**config.mk**
```make
export PLATFORM = sky130hd
export DESIGN_NAME = rafe_engine
export DESIGN_NICKNAME = d
export VERILOG_FILES = /design/src/inc/rafe_pkg.sv /design/src/hdl/rafe_engine.sv /design/src/hdl/rafe_fifo.sv
export VERILOG_INCLUDE_DIRS = /design/src /design/src/inc
export SDC_FILE = /design/constraint.sdc
export NUM_CORES = 2
export LEC_CHECK = 0
export BUFFER_PORTS_ARGS = -buffer_cell sky130_fd_sc_hd__buf_2
export CORE_UTILIZATION = 29
export CTS_CLUSTER_DIAMETER = 120
export DETAILED_ROUTE_END_ITERATION = 10
export PLACE_DENSITY = 0.42
export SLEW_MARGIN = 10
export SYNTH_ARGS = -nofsm -noshare
export SYNTH_HDL_FRONTEND = slang
export SYNTH_HIERARCHICAL = 1
export SYNTH_SLANG_ARGS = --single-unit
export TNS_END_PERCENT = 5
```
**constraint.sdc**
```tcl
create_clock -name clk_sys -period 10.3 [get_ports clk_sys]
set_input_delay 2.06 -clock clk_sys [delete_from_list [all_inputs] [get_ports clk_sys]]
set_output_delay 2.06 -clock clk_sys [all_outputs]
set_load 0.01 [all_outputs]
```
**src/inc/rafe_consts.svh**
```systemverilog
`ifndef RAFE_CONSTS_SVH
`define RAFE_CONSTS_SVH

// ==========================================================
// Frame constants
`define RAFE_PRE_HI        8'hA1
`define RAFE_PRE_LO        8'hEC
`define RAFE_REVISION      8'h03
`define RAFE_OP_READ       8'h03
`define RAFE_OP_WRITE      8'h04
`define RAFE_ZERO_BYTE     8'h00

// ==========================================================
// Header byte offsets
`define RAFE_OFS_PRE_HI    7'h00
`define RAFE_OFS_PRE_LO    7'h01
`define RAFE_OFS_REV       7'h02
`define RAFE_OFS_OP        7'h03
`define RAFE_OFS_STATUS    7'h05
`define RAFE_OFS_FLAGS_LO  7'h07
`define RAFE_OFS_LEN_FIRST 7'h08
`define RAFE_OFS_LEN_LAST  7'h0B
`define RAFE_OFS_ADDR_HI   7'h0C
`define RAFE_OFS_ADDR_LO   7'h0D
`define RAFE_OFS_RSV_FIRST 7'h0E
`define RAFE_OFS_RSV_LAST  7'h39
`define RAFE_OFS_PCRC_FIRST 7'h3A
`define RAFE_OFS_PCRC_LAST 7'h3D
`define RAFE_OFS_HCRC_HI   7'h3E
`define RAFE_OFS_HCRC_LO   7'h3F
`define RAFE_FLAG_SKIP_BIT 0

// ==========================================================
// Checksums
`define RAFE_CRC32_POLY    32'h04C11DB7
`define RAFE_CRC32_INIT    32'h0FFFFFFF
`define RAFE_CRC16_POLY    16'h1021
`define RAFE_CRC16_INIT    16'h0000

// ==========================================================
// Result codes
`define RAFE_ST_OK         8'h00
`define RAFE_ST_HDR_CRC    8'h01
`define RAFE_ST_PAY_CRC    8'h02
`define RAFE_ST_BAD_LEN    8'h03
`define RAFE_ST_BAD_REV    8'h04
`define RAFE_ST_BAD_OP     8'h05

// ==========================================================
// Timing
`define RAFE_IDLE_TIME_MS  2000
`define RAFE_CLK_KHZ       100000

`endif

```
**src/inc/rafe_pkg.sv**
```systemverilog
package rafe_pkg;
    typedef logic [7:0] rafe_byte_t;
    typedef logic [15:0] rafe_word_t;
    typedef enum logic [3:0] {
        RAFE_S_HDR    = 4'h0,
        RAFE_S_PAY    = 4'h1,
        RAFE_S_CHECK  = 4'h2,
        RAFE_S_WR     = 4'h3,
        RAFE_S_RD_REQ = 4'h4,
        RAFE_S_RD_WT  = 4'h5,
        RAFE_S_RD_CAP = 4'h6,
        RAFE_S_TX_HDR = 4'h7,
        RAFE_S_TX_PAY = 4'h8
    } rafe_state_e;
endpackage
```
**src/hdl/rafe_engine.sv**
```systemverilog
`timescale 1ns/1ps
`include "rafe_consts.svh"
// Function
// - Frames start with marker A1 EC
// - Byte 0x02 carries revision 0x03
// - Read reply carries opcode 0x03
// - Read reply length is twice registers
// - Read reply echoes start address
// - Read payload words sent high first
// - Payload CRC-32 at offset 0x3A
// - Header CRC-CCITT at offset 0x3E
// - Flags bit 0 skips payload check
// - Write starts at address, then increments
// - Write reply: opcode, zero length, address
module rafe_engine
    import rafe_pkg::*;
#(
    parameter int          MAX_WORDS   = 64,
    parameter int          FIFO_DEPTH  = 4,
    parameter int unsigned IDLE_CYCLES =
        `RAFE_IDLE_TIME_MS * `RAFE_CLK_KHZ
) (
    // Clock and reset
    input  wire logic                  clk_sys,
    input  wire logic                  rst,
    // Request byte stream
    input  wire logic                  rx_valid,
    input  wire rafe_pkg::rafe_byte_t  rx_data,
    output      logic                  rx_ready,
    // Reply byte stream
    output      logic                  tx_valid,
    output      rafe_pkg::rafe_byte_t  tx_data,
    input  wire logic                  tx_ready,
    // Register port
    output      logic                  reg_wr_en,
    output      logic [15:0]           reg_wr_addr,
    output      rafe_pkg::rafe_word_t  reg_wr_data,
    output      logic                  reg_rd_en,
    output      logic [15:0]           reg_rd_addr,
    input  wire rafe_pkg::rafe_word_t  reg_rd_data,
    // Session
    output      logic                  session_close
);
    import rafe_pkg::*;

    localparam int          WW        = $clog2(MAX_WORDS);
    localparam logic [31:0] MAX_BYTES = 32'(2 * MAX_WORDS);

    // ==========================================================
    // Checksum and big-endian byte select helpers
    function automatic logic [31:0] crc32_byte(input logic [31:0] c,
                                               input logic [7:0]  b);
        logic [31:0] r;
        r = c;
        for (int i = 7; i >= 0; i--) begin
            r = (r[31] ^ b[i]) ? ({r[30:0], 1'b0} ^ `RAFE_CRC32_POLY)
                               : {r[30:0], 1'b0};
        end
        return r;
    endfunction

    function automatic logic [15:0] crc16_byte(input logic [15:0] c,
                                               input logic [7:0]  b);
        logic [15:0] r;
        r = c;
        for (int i = 7; i >= 0; i--) begin
            r = (r[15] ^ b[i]) ? ({r[14:0], 1'b0} ^ `RAFE_CRC16_POLY)
                               : {r[14:0], 1'b0};
        end
        return r;
    endfunction

    function automatic logic [7:0] be32(input logic [31:0] v,
                                        input logic [1:0]  k);
        return v[8*(3-k) +: 8];
    endfunction

    // ==========================================================
    // State
    rafe_state_e st_q, st_d;
    logic [6:0]  idx_q, idx_d;
    logic [31:0] len_q, len_d, rlen_q, rlen_d, cnt_q, cnt_d;
    logic [31:0] crc32_q, crc32_d, pcrc_q, pcrc_d;
    logic [15:0] crc16_q, crc16_d, hcrc_q, hcrc_d, addr_q, addr_d;
    logic [7:0]  op_q, op_d, status_q, status_d, hi_q, hi_d;
    logic        skip_q, skip_d, rev_ok_q, rev_ok_d, hok_q, hok_d;
    logic        wr_en_q, wr_en_d, rd_en_q, rd_en_d;
    logic [15:0] wr_addr_q, wr_addr_d, rd_addr_q, rd_addr_d;
    rafe_word_t  wr_data_q, wr_data_d;
    logic [31:0] idle_q, idle_d;
    logic        close_q, close_d;

    rafe_word_t  buf_q [MAX_WORDS];
    logic        buf_we;
    logic [WW-1:0] buf_wa;
    rafe_word_t  buf_wd;

    logic        rx_take, push, push_ready;
    rafe_byte_t  push_data;
    logic [1:0]  k_len, k_pcrc;
    logic        len_bad;

    assign rx_ready = (st_q == RAFE_S_HDR) || (st_q == RAFE_S_PAY);
    assign rx_take  = rx_valid && rx_ready;
    assign k_len    = 2'(idx_q - `RAFE_OFS_LEN_FIRST);
    assign k_pcrc   = 2'(idx_q - `RAFE_OFS_PCRC_FIRST);
    assign len_bad  = len_q[0] || (len_q > MAX_BYTES);

    // ==========================================================
    // Next state
    always_comb begin
        st_d = st_q;          idx_d = idx_q;       len_d = len_q;
        rlen_d = rlen_q;      cnt_d = cnt_q;       crc32_d = crc32_q;
        pcrc_d = pcrc_q;      crc16_d = crc16_q;   hcrc_d = hcrc_q;
        addr_d = addr_q;      op_d = op_q;         status_d = status_q;
        hi_d = hi_q;          skip_d = skip_q;     rev_ok_d = rev_ok_q;
        hok_d = hok_q;        wr_en_d = 1'b0;      rd_en_d = 1'b0;
        wr_addr_d = wr_addr_q; rd_addr_d = rd_addr_q;
        wr_data_d = wr_data_q;
        buf_we = 1'b0;        buf_wa = '0;         buf_wd = '0;
        push = 1'b0;          push_data = `RAFE_ZERO_BYTE;
        case (st_q)
            RAFE_S_HDR: begin
                if (rx_take) begin
                    idx_d = idx_q + 1'b1;
                    // Marker hunt restarts on any stray byte except an A1 after A1, which keeps it at the second byte
                    if (idx_q == `RAFE_OFS_PRE_HI) begin
                        if (rx_data != `RAFE_PRE_HI) idx_d = idx_q;
                    end else if (idx_q == `RAFE_OFS_PRE_LO) begin
                        if (rx_data != `RAFE_PRE_LO) begin
                            idx_d = (rx_data == `RAFE_PRE_HI) ? idx_q
                                                              : '0;
                        end
                    end
                    if (idx_q inside {[`RAFE_OFS_REV:`RAFE_OFS_PCRC_LAST]})
                    begin
                        crc16_d = crc16_byte(
                            (idx_q == `RAFE_OFS_REV) ? `RAFE_CRC16_INIT
                                                     : crc16_q,
                            rx_data);
                    end
                    if (idx_q == `RAFE_OFS_REV)
                        rev_ok_d = (rx_data == `RAFE_REVISION);
                    if (idx_q == `RAFE_OFS_OP) op_d = rx_data;
                    if (idx_q == `RAFE_OFS_FLAGS_LO)
                        skip_d = rx_data[`RAFE_FLAG_SKIP_BIT];
                    if (idx_q inside
                        {[`RAFE_OFS_LEN_FIRST:`RAFE_OFS_LEN_LAST]})
                        len_d = {len_q[23:0], rx_data};
                    if (idx_q inside {`RAFE_OFS_ADDR_HI, `RAFE_OFS_ADDR_LO})
                        addr_d = {addr_q[7:0], rx_data};
                    if (idx_q inside
                        {[`RAFE_OFS_PCRC_FIRST:`RAFE_OFS_PCRC_LAST]})
                        pcrc_d = {pcrc_q[23:0], rx_data};
                    if (idx_q inside {`RAFE_OFS_HCRC_HI, `RAFE_OFS_HCRC_LO})
                        hcrc_d = {hcrc_q[7:0], rx_data};
                    if (idx_q == `RAFE_OFS_HCRC_LO) begin
                        hok_d   = ({hcrc_q[7:0], rx_data} == crc16_q);
                        cnt_d   = '0;
                        crc32_d = `RAFE_CRC32_INIT;
                        st_d    = (hok_d && op_q == `RAFE_OP_WRITE &&
                                   len_q != '0) ? RAFE_S_PAY
                                                : RAFE_S_CHECK;
                    end
                end
            end
            RAFE_S_PAY: begin
                if (rx_take) begin
                    crc32_d = crc32_byte(crc32_q, rx_data);
                    cnt_d   = cnt_q + 1'b1;
                    if (!cnt_q[0]) begin
                        hi_d = rx_data;
                    end else if (cnt_q < MAX_BYTES) begin
                        buf_we = 1'b1;
                        buf_wa = cnt_q[WW:1];
                        buf_wd = {hi_q, rx_data};
                    end
                    if (cnt_d == len_q) st_d = RAFE_S_CHECK;
                end
            end
            RAFE_S_CHECK: begin
                idx_d    = '0;
                crc16_d  = `RAFE_CRC16_INIT;
                cnt_d    = '0;
                rlen_d   = '0;
                status_d = `RAFE_ST_OK;
                st_d     = RAFE_S_TX_HDR;
                if (!hok_q) begin
                    status_d = `RAFE_ST_HDR_CRC;
                end else if (!rev_ok_q) begin
                    status_d = `RAFE_ST_BAD_REV;
                end else if (op_q == `RAFE_OP_WRITE) begin
                    if (len_bad) begin
                        status_d = `RAFE_ST_BAD_LEN;
                    end else if (!skip_q && crc32_q != pcrc_q) begin
                        status_d = `RAFE_ST_PAY_CRC;
                    end else if (len_q != '0) begin
                        st_d = RAFE_S_WR;
                    end
                end else if (op_q == `RAFE_OP_READ) begin
                    crc32_d = `RAFE_CRC32_INIT;
                    if (len_bad) begin
                        status_d = `RAFE_ST_BAD_LEN;
                    end else if (len_q != '0) begin
                        rlen_d = len_q;
                        st_d   = RAFE_S_RD_REQ;
                    end
                end else begin
                    status_d = `RAFE_ST_BAD_OP;
                end
            end
            RAFE_S_WR: begin
                wr_en_d   = 1'b1;
                wr_addr_d = addr_q + cnt_q[15:0];
                wr_data_d = buf_q[cnt_q[WW-1:0]];
                cnt_d     = cnt_q + 1'b1;
                if (cnt_d == {1'b0, len_q[31:1]}) st_d = RAFE_S_TX_HDR;
            end
            RAFE_S_RD_REQ: begin
                rd_en_d   = 1'b1;
                rd_addr_d = addr_q + cnt_q[15:0];
                st_d      = RAFE_S_RD_WT;
            end
            RAFE_S_RD_WT: begin
                st_d = RAFE_S_RD_CAP;
            end
            RAFE_S_RD_CAP: begin
                buf_we  = 1'b1;
                buf_wa  = cnt_q[WW-1:0];
                buf_wd  = reg_rd_data;
                crc32_d = crc32_byte(crc32_byte(crc32_q, reg_rd_data[15:8]),
                                     reg_rd_data[7:0]);
                cnt_d   = cnt_q + 1'b1;
                st_d    = (cnt_d == {1'b0, rlen_q[31:1]}) ? RAFE_S_TX_HDR
                                                          : RAFE_S_RD_REQ;
            end
            RAFE_S_TX_HDR: begin
                push = 1'b1;
                case (idx_q)
                    `RAFE_OFS_PRE_HI: push_data = `RAFE_PRE_HI;
                    `RAFE_OFS_PRE_LO: push_data = `RAFE_PRE_LO;
                    `RAFE_OFS_REV:    push_data = `RAFE_REVISION;
                    `RAFE_OFS_OP:     push_data = op_q;
                    `RAFE_OFS_STATUS: push_data = status_q;
                    `RAFE_OFS_ADDR_HI: push_data = addr_q[15:8];
                    `RAFE_OFS_ADDR_LO: push_data = addr_q[7:0];
                    `RAFE_OFS_HCRC_HI: push_data = crc16_q[15:8];
                    `RAFE_OFS_HCRC_LO: push_data = crc16_q[7:0];
                    default: begin
                        if (idx_q inside
                            {[`RAFE_OFS_LEN_FIRST:`RAFE_OFS_LEN_LAST]})
                            push_data = be32(rlen_q, k_len);
                        else if (idx_q inside
                            {[`RAFE_OFS_PCRC_FIRST:`RAFE_OFS_PCRC_LAST]})
                            push_data = (rlen_q != '0) ?
                                be32(crc32_q, k_pcrc) : `RAFE_ZERO_BYTE;
                        else
                            push_data = `RAFE_ZERO_BYTE;
                    end
                endcase
                if (push_ready) begin
                    idx_d = idx_q + 1'b1;
                    if (idx_q inside
                        {[`RAFE_OFS_REV:`RAFE_OFS_PCRC_LAST]})
                        crc16_d = crc16_byte(crc16_q, push_data);
                    if (idx_q == `RAFE_OFS_HCRC_LO) begin
                        idx_d = '0;
                        cnt_d = '0;
                        st_d  = (rlen_q != '0) ? RAFE_S_TX_PAY : RAFE_S_HDR;
                    end
                end
            end
            RAFE_S_TX_PAY: begin
                push      = 1'b1;
                push_data = cnt_q[0] ? buf_q[cnt_q[WW:1]][7:0]
                                     : buf_q[cnt_q[WW:1]][15:8];
                if (push_ready) begin
                    cnt_d = cnt_q + 1'b1;
                    if (cnt_d == rlen_q) st_d = RAFE_S_HDR;
                end
            end
            default: begin
                st_d  = RAFE_S_HDR;
                idx_d = '0;
            end
        endcase
    end

    // Inactivity timer, restarted by every request byte
    always_comb begin
        idle_d  = idle_q + 1'b1;
        close_d = 1'b0;
        if (rx_take || st_q != RAFE_S_HDR) begin
            idle_d = '0;
        end else if (idle_q == IDLE_CYCLES - 1) begin
            idle_d  = '0;
            close_d = 1'b1;
        end
    end

    // ==========================================================
    // Registers
    always_ff @(posedge clk_sys) begin
        if (rst) begin
            st_q <= RAFE_S_HDR;  idx_q <= '0;     len_q <= '0;
            rlen_q <= '0;        cnt_q <= '0;     crc32_q <= '0;
            pcrc_q <= '0;        crc16_q <= '0;   hcrc_q <= '0;
            addr_q <= '0;        op_q <= '0;      status_q <= '0;
            hi_q <= '0;          skip_q <= 1'b0;  rev_ok_q <= 1'b0;
            hok_q <= 1'b0;       wr_en_q <= 1'b0; rd_en_q <= 1'b0;
            wr_addr_q <= '0;     rd_addr_q <= '0; wr_data_q <= '0;
            idle_q <= '0;        close_q <= 1'b0;
        end else begin
            st_q <= st_d;        idx_q <= idx_d;  len_q <= len_d;
            rlen_q <= rlen_d;    cnt_q <= cnt_d;  crc32_q <= crc32_d;
            pcrc_q <= pcrc_d;    crc16_q <= crc16_d; hcrc_q <= hcrc_d;
            addr_q <= addr_d;    op_q <= op_d;    status_q <= status_d;
            hi_q <= hi_d;        skip_q <= skip_d; rev_ok_q <= rev_ok_d;
            hok_q <= hok_d;      wr_en_q <= wr_en_d; rd_en_q <= rd_en_d;
            wr_addr_q <= wr_addr_d; rd_addr_q <= rd_addr_d;
            wr_data_q <= wr_data_d;
            idle_q <= idle_d;    close_q <= close_d;
        end
    end

    always_ff @(posedge clk_sys) begin
        if (buf_we) begin
            buf_q[buf_wa] <= buf_wd;
        end
    end

    assign reg_wr_en     = wr_en_q;
    assign reg_wr_addr   = wr_addr_q;
    assign reg_wr_data   = wr_data_q;
    assign reg_rd_en     = rd_en_q;
    assign reg_rd_addr   = rd_addr_q;
    assign session_close = close_q;

    // ==========================================================
    // Reply buffer
    rafe_fifo #(
        .WIDTH (8),
        .DEPTH (FIFO_DEPTH)
    ) u_tx_fifo (
        .clk_sys   (clk_sys),
        .rst       (rst),
        .in_valid  (push),
        .in_data   (push_data),
        .in_ready  (push_ready),
        .out_valid (tx_valid),
        .out_data  (tx_data),
        .out_ready (tx_ready)
    );

    logic tx_hdr_push;
    assign tx_hdr_push = (st_q == RAFE_S_TX_HDR) && push_ready;
endmodule // rafe_engine

```
**src/hdl/rafe_fifo.sv**
```systemverilog
`timescale 1ns/1ps
module rafe_fifo #(
    parameter int WIDTH = 8,
    parameter int DEPTH = 4
) (
    // Clock and reset
    input  wire logic             clk_sys,
    input  wire logic             rst,
    // Fill side
    input  wire logic             in_valid,
    input  wire logic [WIDTH-1:0] in_data,
    output      logic             in_ready,
    // Drain side
    output      logic             out_valid,
    output      logic [WIDTH-1:0] out_data,
    input  wire logic             out_ready
);
    localparam int AW = $clog2(DEPTH);

    logic [WIDTH-1:0] mem_q [DEPTH];
    logic [AW-1:0]    wp_q, wp_d, rp_q, rp_d;
    logic [AW:0]      cnt_q, cnt_d;
    logic             push, pop;

    assign in_ready  = (cnt_q != (AW+1)'(DEPTH));
    assign out_valid = (cnt_q != '0);
    assign out_data  = mem_q[rp_q];
    assign push      = in_valid && in_ready;
    assign pop       = out_valid && out_ready;

    always_comb begin
        wp_d  = wp_q;
        rp_d  = rp_q;
        cnt_d = cnt_q;
        if (push) begin
            wp_d = (wp_q == AW'(DEPTH - 1)) ? '0 : wp_q + 1'b1;
        end
        if (pop) begin
            rp_d = (rp_q == AW'(DEPTH - 1)) ? '0 : rp_q + 1'b1;
        end
        if (push && !pop) begin
            cnt_d = cnt_q + 1'b1;
        end else if (pop && !push) begin
            cnt_d = cnt_q - 1'b1;
        end
    end

    always_ff @(posedge clk_sys) begin
        if (rst) begin
            wp_q  <= '0;
            rp_q  <= '0;
            cnt_q <= '0;
        end else begin
            wp_q  <= wp_d;
            rp_q  <= rp_d;
            cnt_q <= cnt_d;
        end
    end

    always_ff @(posedge clk_sys) begin
        if (push) begin
            mem_q[wp_q] <= in_data;
        end
    end
endmodule // rafe_fifo

```
==> impl_results.md <==
* Vias per cell at 5.56
* Nets at 4909
* Leading area contributor after synthesis: edfxtp_1
* Crit path from: cnt_q[0]
* Drt pass-1 iters at 6
* Area post-placement at 75200 sq um
* Routed wire length at 268000 um
* Post-Route Skew at 87.8 ps
* Top FF cell, synth: edfxtp_1
* Critical Path End Type: flop
* Initial drt markers at 5010
* Max VDD drop at 210 uV
* Largest net degree at the start of global routing at 127
* Layout cells sized above 1 at 0.266
* MaxCap Viol Count at 0
* Distinct cell type count of the synthesized netlist at 104
* Mux cell area share after synthesis at 0.227
* Post-synthesis net count at 4942
* Synth Area in Compound Gates at 0.0534
* Crit Path Category: flop to flop
* Pwr Density at 204 nW/um^2
* Tcrit/Tclk final at 0.501
* Die width at 496 um
* CTS Sinks at 1387
* DR vias at 45597
* Post-synth EDFFs at 1056
* Largest family of logic cells by synthesized area: multiplexers
* Post-DRT Antenna Nets at 0
* Clock power share at 0.354
* Crit path max fanout at 37
* Post-Synth XOR/XNOR Area at 0.0670
* H-tree depth at 4
* Clock slew at reported path FFs at 60 ps
* Critical Path RT at 10980 ps
* Slew Limit Fails at 0
* CTS tree: done
* Seq/Total Area, Yosys at 0.541
* Hold-fix buffers, CTS at 0
* Wire per inst at 32.7 um
* R2r worst-path depth at 12
* Synth area leaders: edfxtp_1, mux4_2, dfxtp_1
* Most common cell in the netlist: edfxtp_1
* Final setup TNS at 0 ps
* Vias in the first global route at 44612
* Setup crit end: st_q[0]
* Syn. warnings at 6
* Cells after synthesis at 4885
* NetSw at 5.32 mW
* Fillcell total at 23452
* Die ar. at 246000 sq um
* Initial antenna violation count at 24
* Setup slack, reg-to-reg at 5140 ps
* Gr usage total at 0.216
* Initial Util at 0.292
* Synthesized area per cell at 14.5 sq um
* Global-route wire length before repair at 373000 um
* Design Area, Final at 80600 sq um
* Leakage at 24.3 nW
* CTS Root Cell: clkbuf_16
* Setup Viol. Count Final at 0
* Tmin final at 5160 ps
* Core Footprint at 243000 sq um
* Comb power frac at 0.262
* Sw Share at 0.323
* Routability Congestion at 0.921
* Reg-to-Reg End: st_q[0]
* Ys async rst share at 0
* Status: complete, no violations
* Reg-to-Reg Start: cnt_q[0]
* Std-Cell Rows at 181
* Setup bufs post-CTS at 0
* GR Overflow Total at 0
* Slew of the pin with the lowest slew margin at 1280 ps
* Resize count post-CTS at 0
* CTS Buf Count at 162
* Skew-Pair Late Insertion Delay at 870 ps
* Post-DP HPWL at 184000 um
* Worst hold path class: flop to flop
* Post-synth top area share at 0.447
* Hold_ws at 446 ps
* Internal Power at 11.2 mW
* Layout area overhead at 13.7%
* Startpoint Class: flop
* Ports at 89
* Die height at 496 um
* Commonest cells in the netlist: edfxtp_1, mux4_2, nand2_1, dfxtp_1, nor2_1
* Share of power burned in registers at 0.384
* Remaining DRCs at 0
* Endpoints failing hold at 0
* CP Data Arrival Time at 5840 ps
* Simple-gate share of the synthesized area at 0.0822
* Max Freq at 194 MHz
* Post-Syn Area at 70900 sq um
* Max-slew headroom at 0.142
* #FFs+latches synth at 1387
* CTS Buffer Depth at 3
* Port bufs at 88
* RSZ-0062 raised after global routing: false
* Post-Synth Adder-Cell Area at 0.00533
## per-stage QoR
stage                     worst slack (ps)  instances  utilization  total power [mW]
after floorplan                       5760       4885            -              9.46
after global placement                4700       7890        0.310              10.8
after detailed placement              4610       7890        0.310              10.7
after CTS                             4980       8192        0.332              16.6
after global routing                  4740       8194        0.332              17.1
final                                 5140       8199        0.332              16.5
## cells by family after synthesis
kind of cell             Yosys count
flip-flops                      1387
AND/OR/NAND/NOR                 1208
multiplexers                     735
AO/OA/AOI/OAI                    599
XOR/XNOR                         487
buffers and inverters            440
adder cells (fa/ha/maj)           29
## area by class of cell
type | instances | area (sq um) | share of cell area
flip-flops and latches | 1387 | 38400 | 0.476
multi-input cells | 3058 | 31300 | 0.388
clock buffers | 224 | 4440 | 0.0550
well taps | 3202 | 4010 | 0.0497
repair buffers | 203 | 1400 | 0.0174
clock inverters | 78 | 928 | 0.0115
inverters | 40 | 150 | 0.00186
diodes | 7 | 17.5 | 0.000217
## layout by cell type (no fill, tap or decap), drive strengths merged, types with 69 or more instances in the layout
master | synthesis | layout
o21ai | 118 | 118
clkbuf | 276 | 224
nor2 | 312 | 312
xor2 | 149 | 149
nor4 | 69 | 69
xnor2 | 319 | 319
a21oi | 259 | 259
buf | 124 | 203
nor3 | 74 | 74
mux4 | 696 | 696
edfxtp | 1056 | 1056
dfxtp | 331 | 331
nand2 | 451 | 451
## worst min path at each step
stage | from | endpoint | cells past startpoint
6_report | idle_q[0] | idle_q[0] | 1
3_5_place_dp | idle_q[0] | idle_q[0] | 1
4_1_cts | reg_wr_addr[13] | reg_wr_addr[13] | 2
5_1_grt | reg_rd_addr[5] | reg_rd_addr[5] | 2
3_3_place_gp | idle_q[0] | idle_q[0] | 1
2_1_floorplan | idle_q[0] | idle_q[0] | 1
## per-layer routing
metal,vias to the layer above,track usage,wire length (um)
li1,19140,-,-
met1,24386,0.309,120000
met2,1757,0.341,124000
met3,310,0.0338,17000
met4,4,0.0565,6850
met5,-,0,25
## registers in the layout (all words and copies together) (netlist names), 4 cells and up, named ones only
signal           count
rlen_q              32
reg_wr_data         16
op_q                 8
hcrc_q               8
reg_wr_addr         16
idx_q                7
pcrc_q              32
crc32_q             32
crc16_q             16
st_q                 4
u_tx_fifo/mem_q     32
len_q               32
idle_q              32
buf_q             1024
cnt_q               32
hi_q                 8
reg_rd_addr         16
addr_q              16
## power by group through the flow
stage	Clock [mW]	Sequential [mW]	Combinational (mW)
global route	6.16	6.34	4.64
finish	5.83	6.33	4.32
detailed placement	0	6.45	4.30
floorplan	0	6.30	3.15
global placement	0	6.45	4.32
CTS	5.96	6.33	4.33
## critical path, cell delays in order (launching register included)
cell and delay (ps):
dfxtp_4 840, buf_4 740, nand4_4 290, nor2_1 540
buf_4 300, xnor2_1 130, o221ai_1 120, or4_1 560
nor4_1 570, nand4_1 250, a22oi_2 330, and2_2 230
a311oi_2 80
Power figures use the tool's default switching activity.
